File: src/rtl/ocfr_pkg.sv
// Operation
// - The fault response setting is an eight-bit value the host writes and reads as one byte at command 0x47.
// - Every response code sets the over-current status bit on detection and notifies the host.
// - Code 00 keeps running indefinitely with the current held at the fault threshold, whatever the voltage does.
// - Code 01 holds the current only while the output stays above the cutoff, else shuts down and follows the retry count.
// - Code 10 limits current for the programmed delay, then applies the retry policy if still limiting.
// - Code 11 shuts the output down at once and then follows the retry count.
// - Retry count 000 makes no restart and keeps the output off until the fault is cleared.
// - Retry counts 001 to 110 allow that many restarts, then hold the output off until the fault is cleared.
// - Starts of successive restart attempts are spaced by the delay count times the delay time unit.
// - Retry count 111 retries without limit until commanded off, power is removed or another fault stops it.
// - The delay field n selects 2 to the power n time units, from 1 up to 128.
// - One delay count serves both the limiting interval and the restart spacing; the unit length is external.
// - A latched fault clears on an individual status clear, a clear-all command, an off-on cycle or power loss.
// - The current-limit level comes from the host-writable sixteen-bit threshold at command 0x46.
// - The low-voltage cutoff comes from the host-writable sixteen-bit threshold at command 0x48.
package ocfr_pkg;

	// ----------------------------------------
	// Command codes
	// ----------------------------------------
	localparam logic [7:0]  CMD_CURRENT_LIMIT = 8'h46;
	localparam logic [7:0]  CMD_OC_RESPONSE   = 8'h47;
	localparam logic [7:0]  CMD_LV_CUTOFF     = 8'h48;

	// ----------------------------------------
	// Response byte layout
	// ----------------------------------------
	localparam int          RESP_HI           = 7;
	localparam int          RESP_LO           = 6;
	localparam int          RETRY_HI          = 5;
	localparam int          RETRY_LO          = 3;
	localparam int          DELAY_HI          = 2;
	localparam int          DELAY_LO          = 0;

	localparam logic [1:0]  RESP_CONST_CUR    = 2'h0;
	localparam logic [1:0]  RESP_COND_CUR     = 2'h1;
	localparam logic [1:0]  RESP_DELAY_CUR    = 2'h2;
	localparam logic [1:0]  RESP_SHUTDOWN     = 2'h3;

	localparam logic [2:0]  RETRY_NONE        = 3'h0;
	localparam logic [2:0]  RETRY_ENDLESS     = 3'h7;

	// ----------------------------------------
	// Reset values and timing
	// ----------------------------------------
	localparam logic [7:0]  RESPONSE_RESET    = 8'hc0;
	localparam logic [15:0] CUR_LIMIT_RESET   = 16'h0000;
	localparam logic [15:0] LV_CUTOFF_RESET   = 16'h0000;
	localparam logic [7:0]  ONE_UNIT          = 8'h01;
	localparam logic [7:0]  ZERO_UNITS        = 8'h00;
	localparam logic [2:0]  ZERO_ATTEMPTS     = 3'h0;
	localparam logic [2:0]  ONE_ATTEMPT       = 3'h1;

	// ----------------------------------------
	// Fault sequencer states
	// ----------------------------------------
	typedef enum logic [2:0] {
		ST_OFF_CMD,
		ST_RUN,
		ST_LIMIT,
		ST_DELAY_CC,
		ST_OFF_WAIT,
		ST_RESTART,
		ST_LATCHED
	} ocfr_state_t;

endpackage

File: src/rtl/ocfr_unit_tick.sv
`timescale 1ns/1ps
module ocfr_unit_tick import ocfr_pkg::*; #(
	parameter int UNIT_W = 16
) (
	// Clock and reset
	input  wire logic              clk_in,
	input  wire logic              rst_in,
	// Control
	input  wire logic              restart_in,
	input  wire logic [UNIT_W-1:0] unit_cycles_in,
	// Enable pulse
	output wire logic              tick_out
);

	// ----------------------------------------
	// Divider
	// ----------------------------------------
	logic [UNIT_W-1:0] count;
	wire  [UNIT_W:0]   count_plus = {1'b0, count} + {{UNIT_W{1'b0}}, 1'b1};

	// Zero length acts as one cycle, never a stall
	assign tick_out = count_plus >= {1'b0, unit_cycles_in};

	always_ff @(posedge clk_in) begin
		if (rst_in || restart_in || tick_out) begin
			count <= '0;
		end else begin
			count <= count_plus[UNIT_W-1:0];
		end
	end

endmodule

File: src/rtl/ocfr_delay_timer.sv
`timescale 1ns/1ps
module ocfr_delay_timer import ocfr_pkg::*; (
	// Clock and reset
	input  wire logic       clk_in,
	input  wire logic       rst_in,
	// Control
	input  wire logic       start_in,
	input  wire logic [7:0] units_in,
	input  wire logic       tick_in,
	// Status
	output wire logic       expired_out
);

	// ----------------------------------------
	// Unit countdown
	// ----------------------------------------
	logic [7:0] units_left;
	logic       armed;

	// Expiry shows on the last tick, else every restart start slips a cycle
	assign expired_out = armed && ((units_left == ZERO_UNITS) || (tick_in && units_left == ONE_UNIT));

	always_ff @(posedge clk_in) begin
		if (rst_in) begin
			units_left <= ZERO_UNITS;
			armed      <= 1'b0;
		end else if (start_in) begin
			units_left <= units_in;
			armed      <= 1'b1;
		end else if (tick_in && units_left != ZERO_UNITS) begin
			units_left <= units_left - ONE_UNIT;
		end
	end

endmodule

File: src/rtl/ocfr_core.sv
`timescale 1ns/1ps
module ocfr_core import ocfr_pkg::*; #(
	parameter int UNIT_W = 16
) (
	// Clock and reset
	input  wire logic              clk_in,
	input  wire logic              rst_in,
	// Management command port
	input  wire logic              cmd_valid_in,
	input  wire logic              cmd_write_in,
	input  wire logic [7:0]        cmd_code_in,
	input  wire logic [15:0]       cmd_wdata_in,
	output logic      [15:0]       rdata_out,
	output logic                   rdata_valid_out,
	output logic                   cmd_unsupported_out,
	// Fault clearing and control
	input  wire logic              status_clear_in,
	input  wire logic              clear_faults_in,
	input  wire logic              output_on_cmd_in,
	input  wire logic              other_fault_in,
	// Delay time unit
	input  wire logic [UNIT_W-1:0] unit_cycles_in,
	// Power stage sensing
	input  wire logic              oc_detect_in,
	input  wire logic              limiting_in,
	input  wire logic              vout_low_in,
	// Power stage control
	output logic                   output_enable_out,
	output logic                   current_limit_en_out,
	output logic      [15:0]       current_fault_threshold_out,
	output logic      [15:0]       low_voltage_cutoff_threshold_out,
	// Status
	output logic                   oc_fault_status_out,
	output logic                   fault_notify_out,
	output logic      [2:0]        attempt_count_out
);

	// ----------------------------------------
	// Command decode
	// ----------------------------------------
	logic [7:0]  overcurrent_fault_response;
	logic [15:0] current_fault_threshold;
	logic [15:0] low_voltage_cutoff_threshold;

	wire hit_limit = cmd_code_in == CMD_CURRENT_LIMIT;
	wire hit_resp  = cmd_code_in == CMD_OC_RESPONSE;
	wire hit_lv    = cmd_code_in == CMD_LV_CUTOFF;
	wire hit_any   = hit_limit || hit_resp || hit_lv;
	wire do_write  = cmd_valid_in && cmd_write_in;
	wire do_read   = cmd_valid_in && !cmd_write_in;

	wire [15:0] next_rdata = hit_resp  ? {8'h00, overcurrent_fault_response} :
	                         hit_limit ? current_fault_threshold :
	                         hit_lv    ? low_voltage_cutoff_threshold : 16'h0000;

	// ----------------------------------------
	// Settings registers
	// ----------------------------------------
	always_ff @(posedge clk_in) begin
		if (rst_in) begin
			overcurrent_fault_response   <= RESPONSE_RESET;
			current_fault_threshold      <= CUR_LIMIT_RESET;
			low_voltage_cutoff_threshold <= LV_CUTOFF_RESET;
		end else if (do_write) begin
			if (hit_resp) begin
				overcurrent_fault_response <= cmd_wdata_in[7:0];
			end
			if (hit_limit) begin
				current_fault_threshold <= cmd_wdata_in;
			end
			if (hit_lv) begin
				low_voltage_cutoff_threshold <= cmd_wdata_in;
			end
		end
	end

	always_ff @(posedge clk_in) begin
		if (rst_in) begin
			rdata_out           <= 16'h0000;
			rdata_valid_out     <= 1'b0;
			cmd_unsupported_out <= 1'b0;
		end else begin
			if (do_read && hit_any) begin
				rdata_out <= next_rdata;
			end
			rdata_valid_out     <= do_read && hit_any;
			cmd_unsupported_out <= cmd_valid_in && !hit_any;
		end
	end

	// limit and cutoff levels to the analog loop
	assign current_fault_threshold_out      = current_fault_threshold;
	assign low_voltage_cutoff_threshold_out = low_voltage_cutoff_threshold;

	// ----------------------------------------
	// Captured setting
	// ----------------------------------------
	ocfr_state_t state;
	ocfr_state_t next_state;
	logic [7:0]  captured_resp;
	logic [2:0]  attempts;
	logic        on_q;
	logic        timer_start;
	logic        fault_event;
	logic        capture;
	logic        count_inc;
	logic        count_clr;
	wire         timer_expired;
	wire         unit_tick;

	wire [7:0] sel_resp    = (state == ST_RUN) ? overcurrent_fault_response : captured_resp;
	wire [1:0] sel_code    = sel_resp[RESP_HI:RESP_LO];
	wire [2:0] sel_retries = sel_resp[RETRY_HI:RETRY_LO];
	wire [2:0] sel_delay   = sel_resp[DELAY_HI:DELAY_LO];
	wire [7:0] delay_units = ONE_UNIT << sel_delay;

	wire clear_req = status_clear_in || clear_faults_in;
	wire turn_on   = output_on_cmd_in && !on_q;
	wire no_retry  = sel_retries == RETRY_NONE;
	// budget used; endless never runs out
	wire spent     = (sel_retries != RETRY_ENDLESS) && (attempts >= sel_retries);

	// ----------------------------------------
	// Timing
	// ----------------------------------------
	// one unit divider for every interval
	ocfr_unit_tick #(
		.UNIT_W         (UNIT_W)
	) u_tick (
		.clk_in         (clk_in),
		.rst_in         (rst_in),
		.restart_in     (timer_start),
		.unit_cycles_in (unit_cycles_in),
		.tick_out       (unit_tick)
	);

	// same count for limiting and spacing
	ocfr_delay_timer u_timer (
		.clk_in      (clk_in),
		.rst_in      (rst_in),
		.start_in    (timer_start),
		.units_in    (delay_units),
		.tick_in     (unit_tick),
		.expired_out (timer_expired)
	);

	// ----------------------------------------
	// Fault sequencer
	// ----------------------------------------
	always_comb begin
		next_state  = state;
		timer_start = 1'b0;
		fault_event = 1'b0;
		capture     = 1'b0;
		count_inc   = 1'b0;
		count_clr   = 1'b0;
		if (!output_on_cmd_in) begin
			next_state = ST_OFF_CMD;
			count_clr  = 1'b1;
		end else if (other_fault_in && (state == ST_OFF_WAIT || state == ST_RESTART)) begin
			next_state = ST_LATCHED;
		end else begin
			unique case (state)
				ST_OFF_CMD: begin
					next_state = ST_RUN;
				end
				ST_RUN: begin
					if (oc_detect_in) begin
						fault_event = 1'b1;
						capture     = 1'b1;
						count_clr   = 1'b1;
						unique case (sel_code)
							RESP_CONST_CUR: next_state = ST_LIMIT;
							RESP_COND_CUR:  next_state = ST_LIMIT;
							RESP_DELAY_CUR: begin
								next_state  = ST_DELAY_CC;
								timer_start = 1'b1;
							end
							RESP_SHUTDOWN: begin
								next_state  = no_retry ? ST_LATCHED : ST_OFF_WAIT;
								timer_start = !no_retry;
							end
						endcase
					end
				end
				ST_LIMIT: begin
					if (sel_code == RESP_COND_CUR && vout_low_in) begin
						next_state  = no_retry ? ST_LATCHED : ST_OFF_WAIT;
						timer_start = !no_retry;
					end else if (!limiting_in) begin
						next_state = ST_RUN;
					end
				end
				ST_DELAY_CC: begin
					if (!limiting_in) begin
						next_state = ST_RUN;
					end else if (timer_expired) begin
						next_state  = no_retry ? ST_LATCHED : ST_OFF_WAIT;
						timer_start = !no_retry;
					end
				end
				ST_OFF_WAIT: begin
					if (timer_expired) begin
						// next start one delay after the last
						next_state  = ST_RESTART;
						timer_start = 1'b1;
						count_inc   = 1'b1;
					end
				end
				ST_RESTART: begin
					if (oc_detect_in) begin
						fault_event = 1'b1;
						next_state  = spent ? ST_LATCHED : ST_OFF_WAIT;
					end else if (timer_expired) begin
						next_state = ST_RUN;
						count_clr  = 1'b1;
					end
				end
				ST_LATCHED: begin
					if (clear_req) begin
						next_state = ST_RUN;
						count_clr  = 1'b1;
					end
				end
			endcase
		end
	end

	always_ff @(posedge clk_in) begin
		if (rst_in) begin
			state         <= ST_OFF_CMD;
			captured_resp <= RESPONSE_RESET;
			on_q          <= 1'b0;
		end else begin
			state <= next_state;
			on_q  <= output_on_cmd_in;
			if (capture) begin
				captured_resp <= overcurrent_fault_response;
			end
		end
	end

	always_ff @(posedge clk_in) begin
		if (rst_in || count_clr) begin
			attempts <= ZERO_ATTEMPTS;
		end else if (count_inc) begin
			attempts <= attempts + ONE_ATTEMPT;
		end
	end

	// ----------------------------------------
	// Status and outputs
	// ----------------------------------------
	// Set beats a clear arriving in the same cycle
	always_ff @(posedge clk_in) begin
		if (rst_in) begin
			oc_fault_status_out <= 1'b0;
			fault_notify_out    <= 1'b0;
		end else begin
			if (fault_event) begin
				oc_fault_status_out <= 1'b1;
			end else if (clear_req || turn_on) begin
				oc_fault_status_out <= 1'b0;
			end
			fault_notify_out <= fault_event;
		end
	end

	// Enable and limit outputs follow next state to save a cycle of overload; attempt count follows the registered attempts
	always_ff @(posedge clk_in) begin
		if (rst_in) begin
			output_enable_out    <= 1'b0;
			current_limit_en_out <= 1'b0;
			attempt_count_out    <= ZERO_ATTEMPTS;
		end else begin
			output_enable_out    <= next_state == ST_RUN || next_state == ST_LIMIT ||
			                        next_state == ST_DELAY_CC || next_state == ST_RESTART;
			current_limit_en_out <= next_state == ST_LIMIT || next_state == ST_DELAY_CC;
			attempt_count_out    <= attempts;
		end
	end

endmodule

File: config.mk
export PLATFORM = sky130hd
export DESIGN_NAME = ocfr_core
export DESIGN_NICKNAME = d
export VERILOG_FILES = /design/src/rtl/ocfr_pkg.sv /design/src/rtl/ocfr_unit_tick.sv /design/src/rtl/ocfr_delay_timer.sv /design/src/rtl/ocfr_core.sv
export SDC_FILE = /design/constraint.sdc
export NUM_CORES = 1
export LEC_CHECK = 0
export BUFFER_PORTS_ARGS = -buffer_cell sky130_fd_sc_hd__buf_2
export CAP_MARGIN = 20
export CORE_ASPECT_RATIO = 0.5
export CORE_MARGIN = 2
export CORE_UTILIZATION = 52
export CTS_BUF_LIST = sky130_fd_sc_hd__clkbuf_2 sky130_fd_sc_hd__clkbuf_4 sky130_fd_sc_hd__clkbuf_8
export CTS_CLUSTER_SIZE = 12
export DETAILED_ROUTE_END_ITERATION = 8
export PLACE_DENSITY = 0.79
export REMOVE_ABC_BUFFERS = 1
export SYNTH_ARGS = -nofsm -noshare
export SYNTH_HDL_FRONTEND = slang
export SYNTH_SLANG_ARGS = --single-unit
File: constraint.sdc
create_clock -name clk_in -period 2.9 [get_ports clk_in]
set_input_delay 0.435 -clock clk_in [delete_from_list [all_inputs] [get_ports clk_in]]
set_output_delay 0.435 -clock clk_in [all_outputs]
set_load 0.1 [all_outputs]
==> results_tabular.tex <==
\begin{tabular}{lr}
\hline
Metric & Value \\
\hline
\multicolumn{2}{l}{\textbf{Timing}} \\
\quad Final Slew Violations & 0 \\
\quad Final critical-path share of the clock period & 106\% \\
\quad Peak Freq & 326 MHz \\
\quad RSZ-0062 raised after global routing & true \\
\quad Final number of hold-violating endpoints & 0 \\
\quad Maximum clock skew at final layout & roughly 9.4 ps \\
\quad Summed negative setup slack over all endpoints & -3060 ps \\
\quad Final setup margin & -170 ps \\
\quad Actual slew at the worst max-slew pin & roughly 680 ps \\
\quad Minimum clock period after layout & 3070 ps \\
\quad Final-report setup violation count & 32 \\
\quad Rel. slew slack & 54.6\% \\
\multicolumn{2}{l}{\textbf{Setup path}} \\
\quad Data required, critical path & 3190 ps \\
\quad Class of the most critical setup path & reg -> reg \\
\quad Startpoint of the worst-slack reg-to-reg timing path & u\_tick.count[9]\$\_SDFF\_PP0\_ \\
\quad CP cell instances & and4\_1 > and2\_4 > nand2\_1 > nor2\_4 > xor2\_2 > ha\_1 > a21o\_1 > a21o\_1 > a211oi\_2 > o211ai\_1 > buf\_4 > buf\_4 > and3\_4 > o32ai\_1 \\
\quad Worst setup slack for register-to-register paths & -170 ps \\
\quad Highest fanout seen on the critical path & 5 \\
\quad Crit path largest cell delay & about 360 ps \\
\quad Worst reg2reg path depth & 14 \\
\quad Cell with the largest stage delay on the worst path & dfxtp\_1 \\
\quad Data arrival time of the critical path & 3360 ps \\
\quad Critical path endpoint category & register \\
\quad Worst Setup Start Kind & register \\
\quad FF-to-FF End & u\_timer.units\_left[1]\$\_SDFFE\_PP0P\_ \\
\multicolumn{2}{l}{\textbf{Drt}} \\
\quad Violation count after the first detailed-route iteration & 362 \\
\quad Post-route DRC violation count & 0 \\
\quad Post-detailed-routing wire length & $\sim$15 mm \\
\quad Avg Vias per Cell & $\sim$5.5 \\
\quad Remaining number of nets flagged by the antenna check after routing & 0 \\
\quad Overall via count from detail\_route & $\sim$5300 \\
\quad Number of iterations in the first detailed-routing pass & 6 \\
\quad Routed length per placed instance & 15.3 µm \\
\multicolumn{2}{l}{\textbf{Die}} \\
\quad Die width & 148 µm \\
\quad Floorplan core area & between 0.01 and 0.015 mm² \\
\quad Top Ports & 108 \\
\quad Die height & 76.2 µm \\
\quad Effective utilization at floorplan & roughly 53\% \\
\quad Number of rows created at floorplan & 26 \\
\quad Full die area & 0.0113 mm² \\
\multicolumn{2}{l}{\textbf{CTS}} \\
\quad Clock tree from TritonCTS & built \\
\quad Clock H-tree levels & 3 \\
\quad Clock edge transition at the registers on the reported setup and hold paths & around 120 ps \\
\quad Clock tree root buffer cell & clkbuf\_8 \\
\quad Insertion delay to the later sink of the worst-skew pair & around 380 ps \\
\quad CTS Sinks & 105 \\
\quad Number of buffers between clock root and the deepest sink & 2 \\
\quad Count of hold buffers inserted by post-cts repair & 0 \\
\quad Num CTS Buffers & 9 \\
\multicolumn{2}{l}{\textbf{Synthesis}} \\
\quad Count of synthesis-stage warnings from yosys & 0 \\
\quad Count of mapped cells out of synthesis & 663 \\
\quad Sequential element share of the synthesized area & 38.8\% \\
\quad Post-synth EDFFs & 0 \\
\quad Flip-flop and latch count after synthesis & 105 \\
\quad Post-Syn Area per Cell & 8.18 µm² \\
\quad Cell area after technology mapping & 0.00542 mm² \\
\quad Number of distinct standard cells referenced by the synthesized netlist & 62 \\
\quad Primary FF master, synth & dfxtp\_1 \\
\quad Fraction of synthesis flops using an asynchronous set or reset pin & 0\% \\
\multicolumn{2}{l}{\textbf{Power and ir drop}} \\
\quad Net Sw Power & about 730 µW \\
\quad Internal power consumption & 1.91 mW \\
\quad Logic pwr share & 9.8\% \\
\quad Part of the power in registers & a little under three fifths \\
\quad Static leakage power & 2.97 nW \\
\quad Cell area power density & 379 mW/mm² \\
\quad Clk network pwr share & between 30\% and 40\% \\
\quad Peak supply drop & 230 µV \\
\quad Sw frac & between 20 and 30\% \\
\multicolumn{2}{l}{\textbf{Min path}} \\
\quad Hold Crit Depth & 3 \\
\quad Class of the tightest hold or removal check & in -> reg \\
\quad Sink of the worst hold path & low\_voltage\_cutoff\_threshold\_out[15]\$\_SDFFE\_PP0P\_ \\
\quad Origin of the worst min-delay path & cmd\_wdata\_in[15] \\
\multicolumn{2}{l}{\textbf{Finish}} \\
\quad Share of cells above drive strength 1 & between 30\% and 40\% \\
\quad Number of nets in the final layout & 879 \\
\quad Number of antenna cells inserted & 0 \\
\quad Layout area overhead & 28.7\% \\
\quad Number of inserted filler cells in the final layout & 799 \\
\quad Most common cell after layout, fill and taps aside & buf\_2 \\
\quad Commonest non-fill, non-tap cells in the layout & 107 x buf\_2, 99 x dfxtp\_1, 96 x nand2\_1 \\
\quad Post-route insts no fill & 950 \\
\multicolumn{2}{l}{\textbf{Global route}} \\
\quad Global routing usage on met3 & 6.59\% \\
\quad Vias in the first global route & 4934 \\
\quad Initial antenna violation count & 0 \\
\quad Most Used Layer, Global Route & met2 \\
\quad GRT Resource Usage Total & 25.1\% \\
\quad Met2 usage & between 40\% and 50\% \\
\quad Global-route wire length before repair & 23.3 mm \\
\quad Pin count of the biggest net entering global routing & roughly 60 \\
\quad GRT overflow & 0 \\
\quad Met1 Use GR & 32.4\% \\
\multicolumn{2}{l}{\textbf{Placed design}} \\
\quad Port Buffer Count & approximately 110 \\
\quad Number of cells after detailed placement & 919 \\
\quad Placer Congestion & 0.889 \\
\quad HPWL after detailed placement & a little under 10 mm \\
\multicolumn{2}{l}{\textbf{Run status}} \\
\quad Outcome & finished, violations left \\
\quad Violations in the final reports & negative setup slack \\
\multicolumn{2}{l}{\textbf{Flow run}} \\
\quad Max-capacitance violation count & 0 \\
\hline
\end{tabular}
Yosys cell counts, types with 4 or more instances:
cell	instances	share of area (%)
a211o_1	4	0.65
a211oi_1	6	0.83
a211oi_2	13	3.0
a21oi_1	69	6.4
a22oi_1	9	1.2
and2_1	4	0.46
and3_1	9	1.0
and4_1	5	0.81
buf_2	5	0.46
clkbuf_1	20	1.4
dfxtp_1	105	39
ha_1	23	5.3
inv_1	27	1.9
mux2i_1	25	4.6
nand2_1	98	6.8
nand2b_1	10	1.2
nand3_1	32	3.0
nand4_1	6	0.69
nor2_1	68	4.7
nor2b_1	22	2.5
nor3_1	11	1.0
nor4_1	4	0.46
o211ai_1	6	0.83
o21ai_0	10	0.92
o22ai_1	4	0.46
xnor2_1	8	1.3
xor2_1	8	1.3
through the flow:
| stage | worst slack, ps | total power, mW | hold slack, ps | instance area (µm²) | util [%] |
|---|---|---|---|---|---|
| finish | -170 | 2.65 | 282 | 6980 | 68.5 |
| detailed placement | -425 | 1.73 | 454 | 6310 | 62.0 |
| global route | -337 | 2.75 | 271 | 6980 | 68.5 |
| floorplan | -326 | 1.61 | 433 | 5270 | - |
| CTS | -134 | 2.65 | 267 | 6720 | 66.0 |
| global placement | -267 | 1.73 | 447 | 6310 | 62.0 |
worst max-delay path: cells and delay by family (launching register included):
family                   cells  cell delay, ps
buffers and inverters        2             350
AND/OR/NAND/NOR              5             830
XOR/XNOR                     1             160
flip-flops                   1             360
adder cells (fa/ha/maj)      1             280
AO/OA/AOI/OAI                5            1000
power groups by stage:
stage,clock network (mW),registers (mW),logic [mW]
after detailed placement,0,1.49,0.236
after CTS,0.943,1.46,0.250
after floorplan,0,1.53,0.0873
after global routing,1.00,1.46,0.283
final,0.924,1.46,0.260
after global placement,0,1.49,0.233
flip-flops by register name (all words and copies together), names as in the netlist, 3 cells and up:
| name | count |
|---|---|
| rdata_out | 16 |
| attempts | 3 |
| low_voltage_cutoff_threshold_out | 16 |
| captured_resp | 8 |
| attempt_count_out | 3 |
| u_tick.count | 16 |
| state | 3 |
| u_timer.units_left | 8 |
| overcurrent_fault_response | 8 |
| current_fault_threshold_out | 16 |
cell families after synthesis:
logic type      synth area share [%]
buf+inv                         4.89
simple gates                    26.1
fa+ha+maj                       5.31
mux                             5.03
flops                           38.8
compound gates                  17.3
xor+xnor                        2.58
layout make-up:
type	count	area (µm²)	share of cell area (%)
Sequential cell	105	2110	30.3
Multi-Input combinational cell	497	3380	48.5
Clock inverter	6	65.1	0.932
Timing Repair Buffer	163	996	14.3
Inverter	29	109	1.56
Clock buffer	10	138	1.97
Tap cell	140	175	2.51
metal layers:
metal | part of all wire [%] | routed length (µm)
met1 | 44 | 6390
met2 | 47 | 6870
met3 | 7.3 | 1060
met4 | 1.6 | 230
met5 | 0 | 0
worst max-delay path by stage:
stage                                              end                        from  slack [ps]
CTS                 u_timer.units_left[7]$_SDFFE_PP0P_  u_tick.count[1]$_SDFF_PP0_        -130
finish              u_timer.units_left[1]$_SDFFE_PP0P_  u_tick.count[9]$_SDFF_PP0_        -170
detailed placement  u_timer.units_left[7]$_SDFFE_PP0P_  u_tick.count[0]$_SDFF_PP0_        -430
global placement              attempts[0]$_SDFFE_PP0P_  u_tick.count[0]$_SDFF_PP0_        -270
floorplan                  u_tick.count[10]$_SDFF_PP0_  u_tick.count[0]$_SDFF_PP0_        -330
global route                  attempts[2]$_SDFFE_PP0P_  u_tick.count[4]$_SDFF_PP0_        -340
repair_timing:
action                     CTS  global route
setup endpoints to repair   33            33
pin swaps                   26            37
setup buffers                9             6
gates resized for setup     31            50
Power figures use the tool's default switching activity.
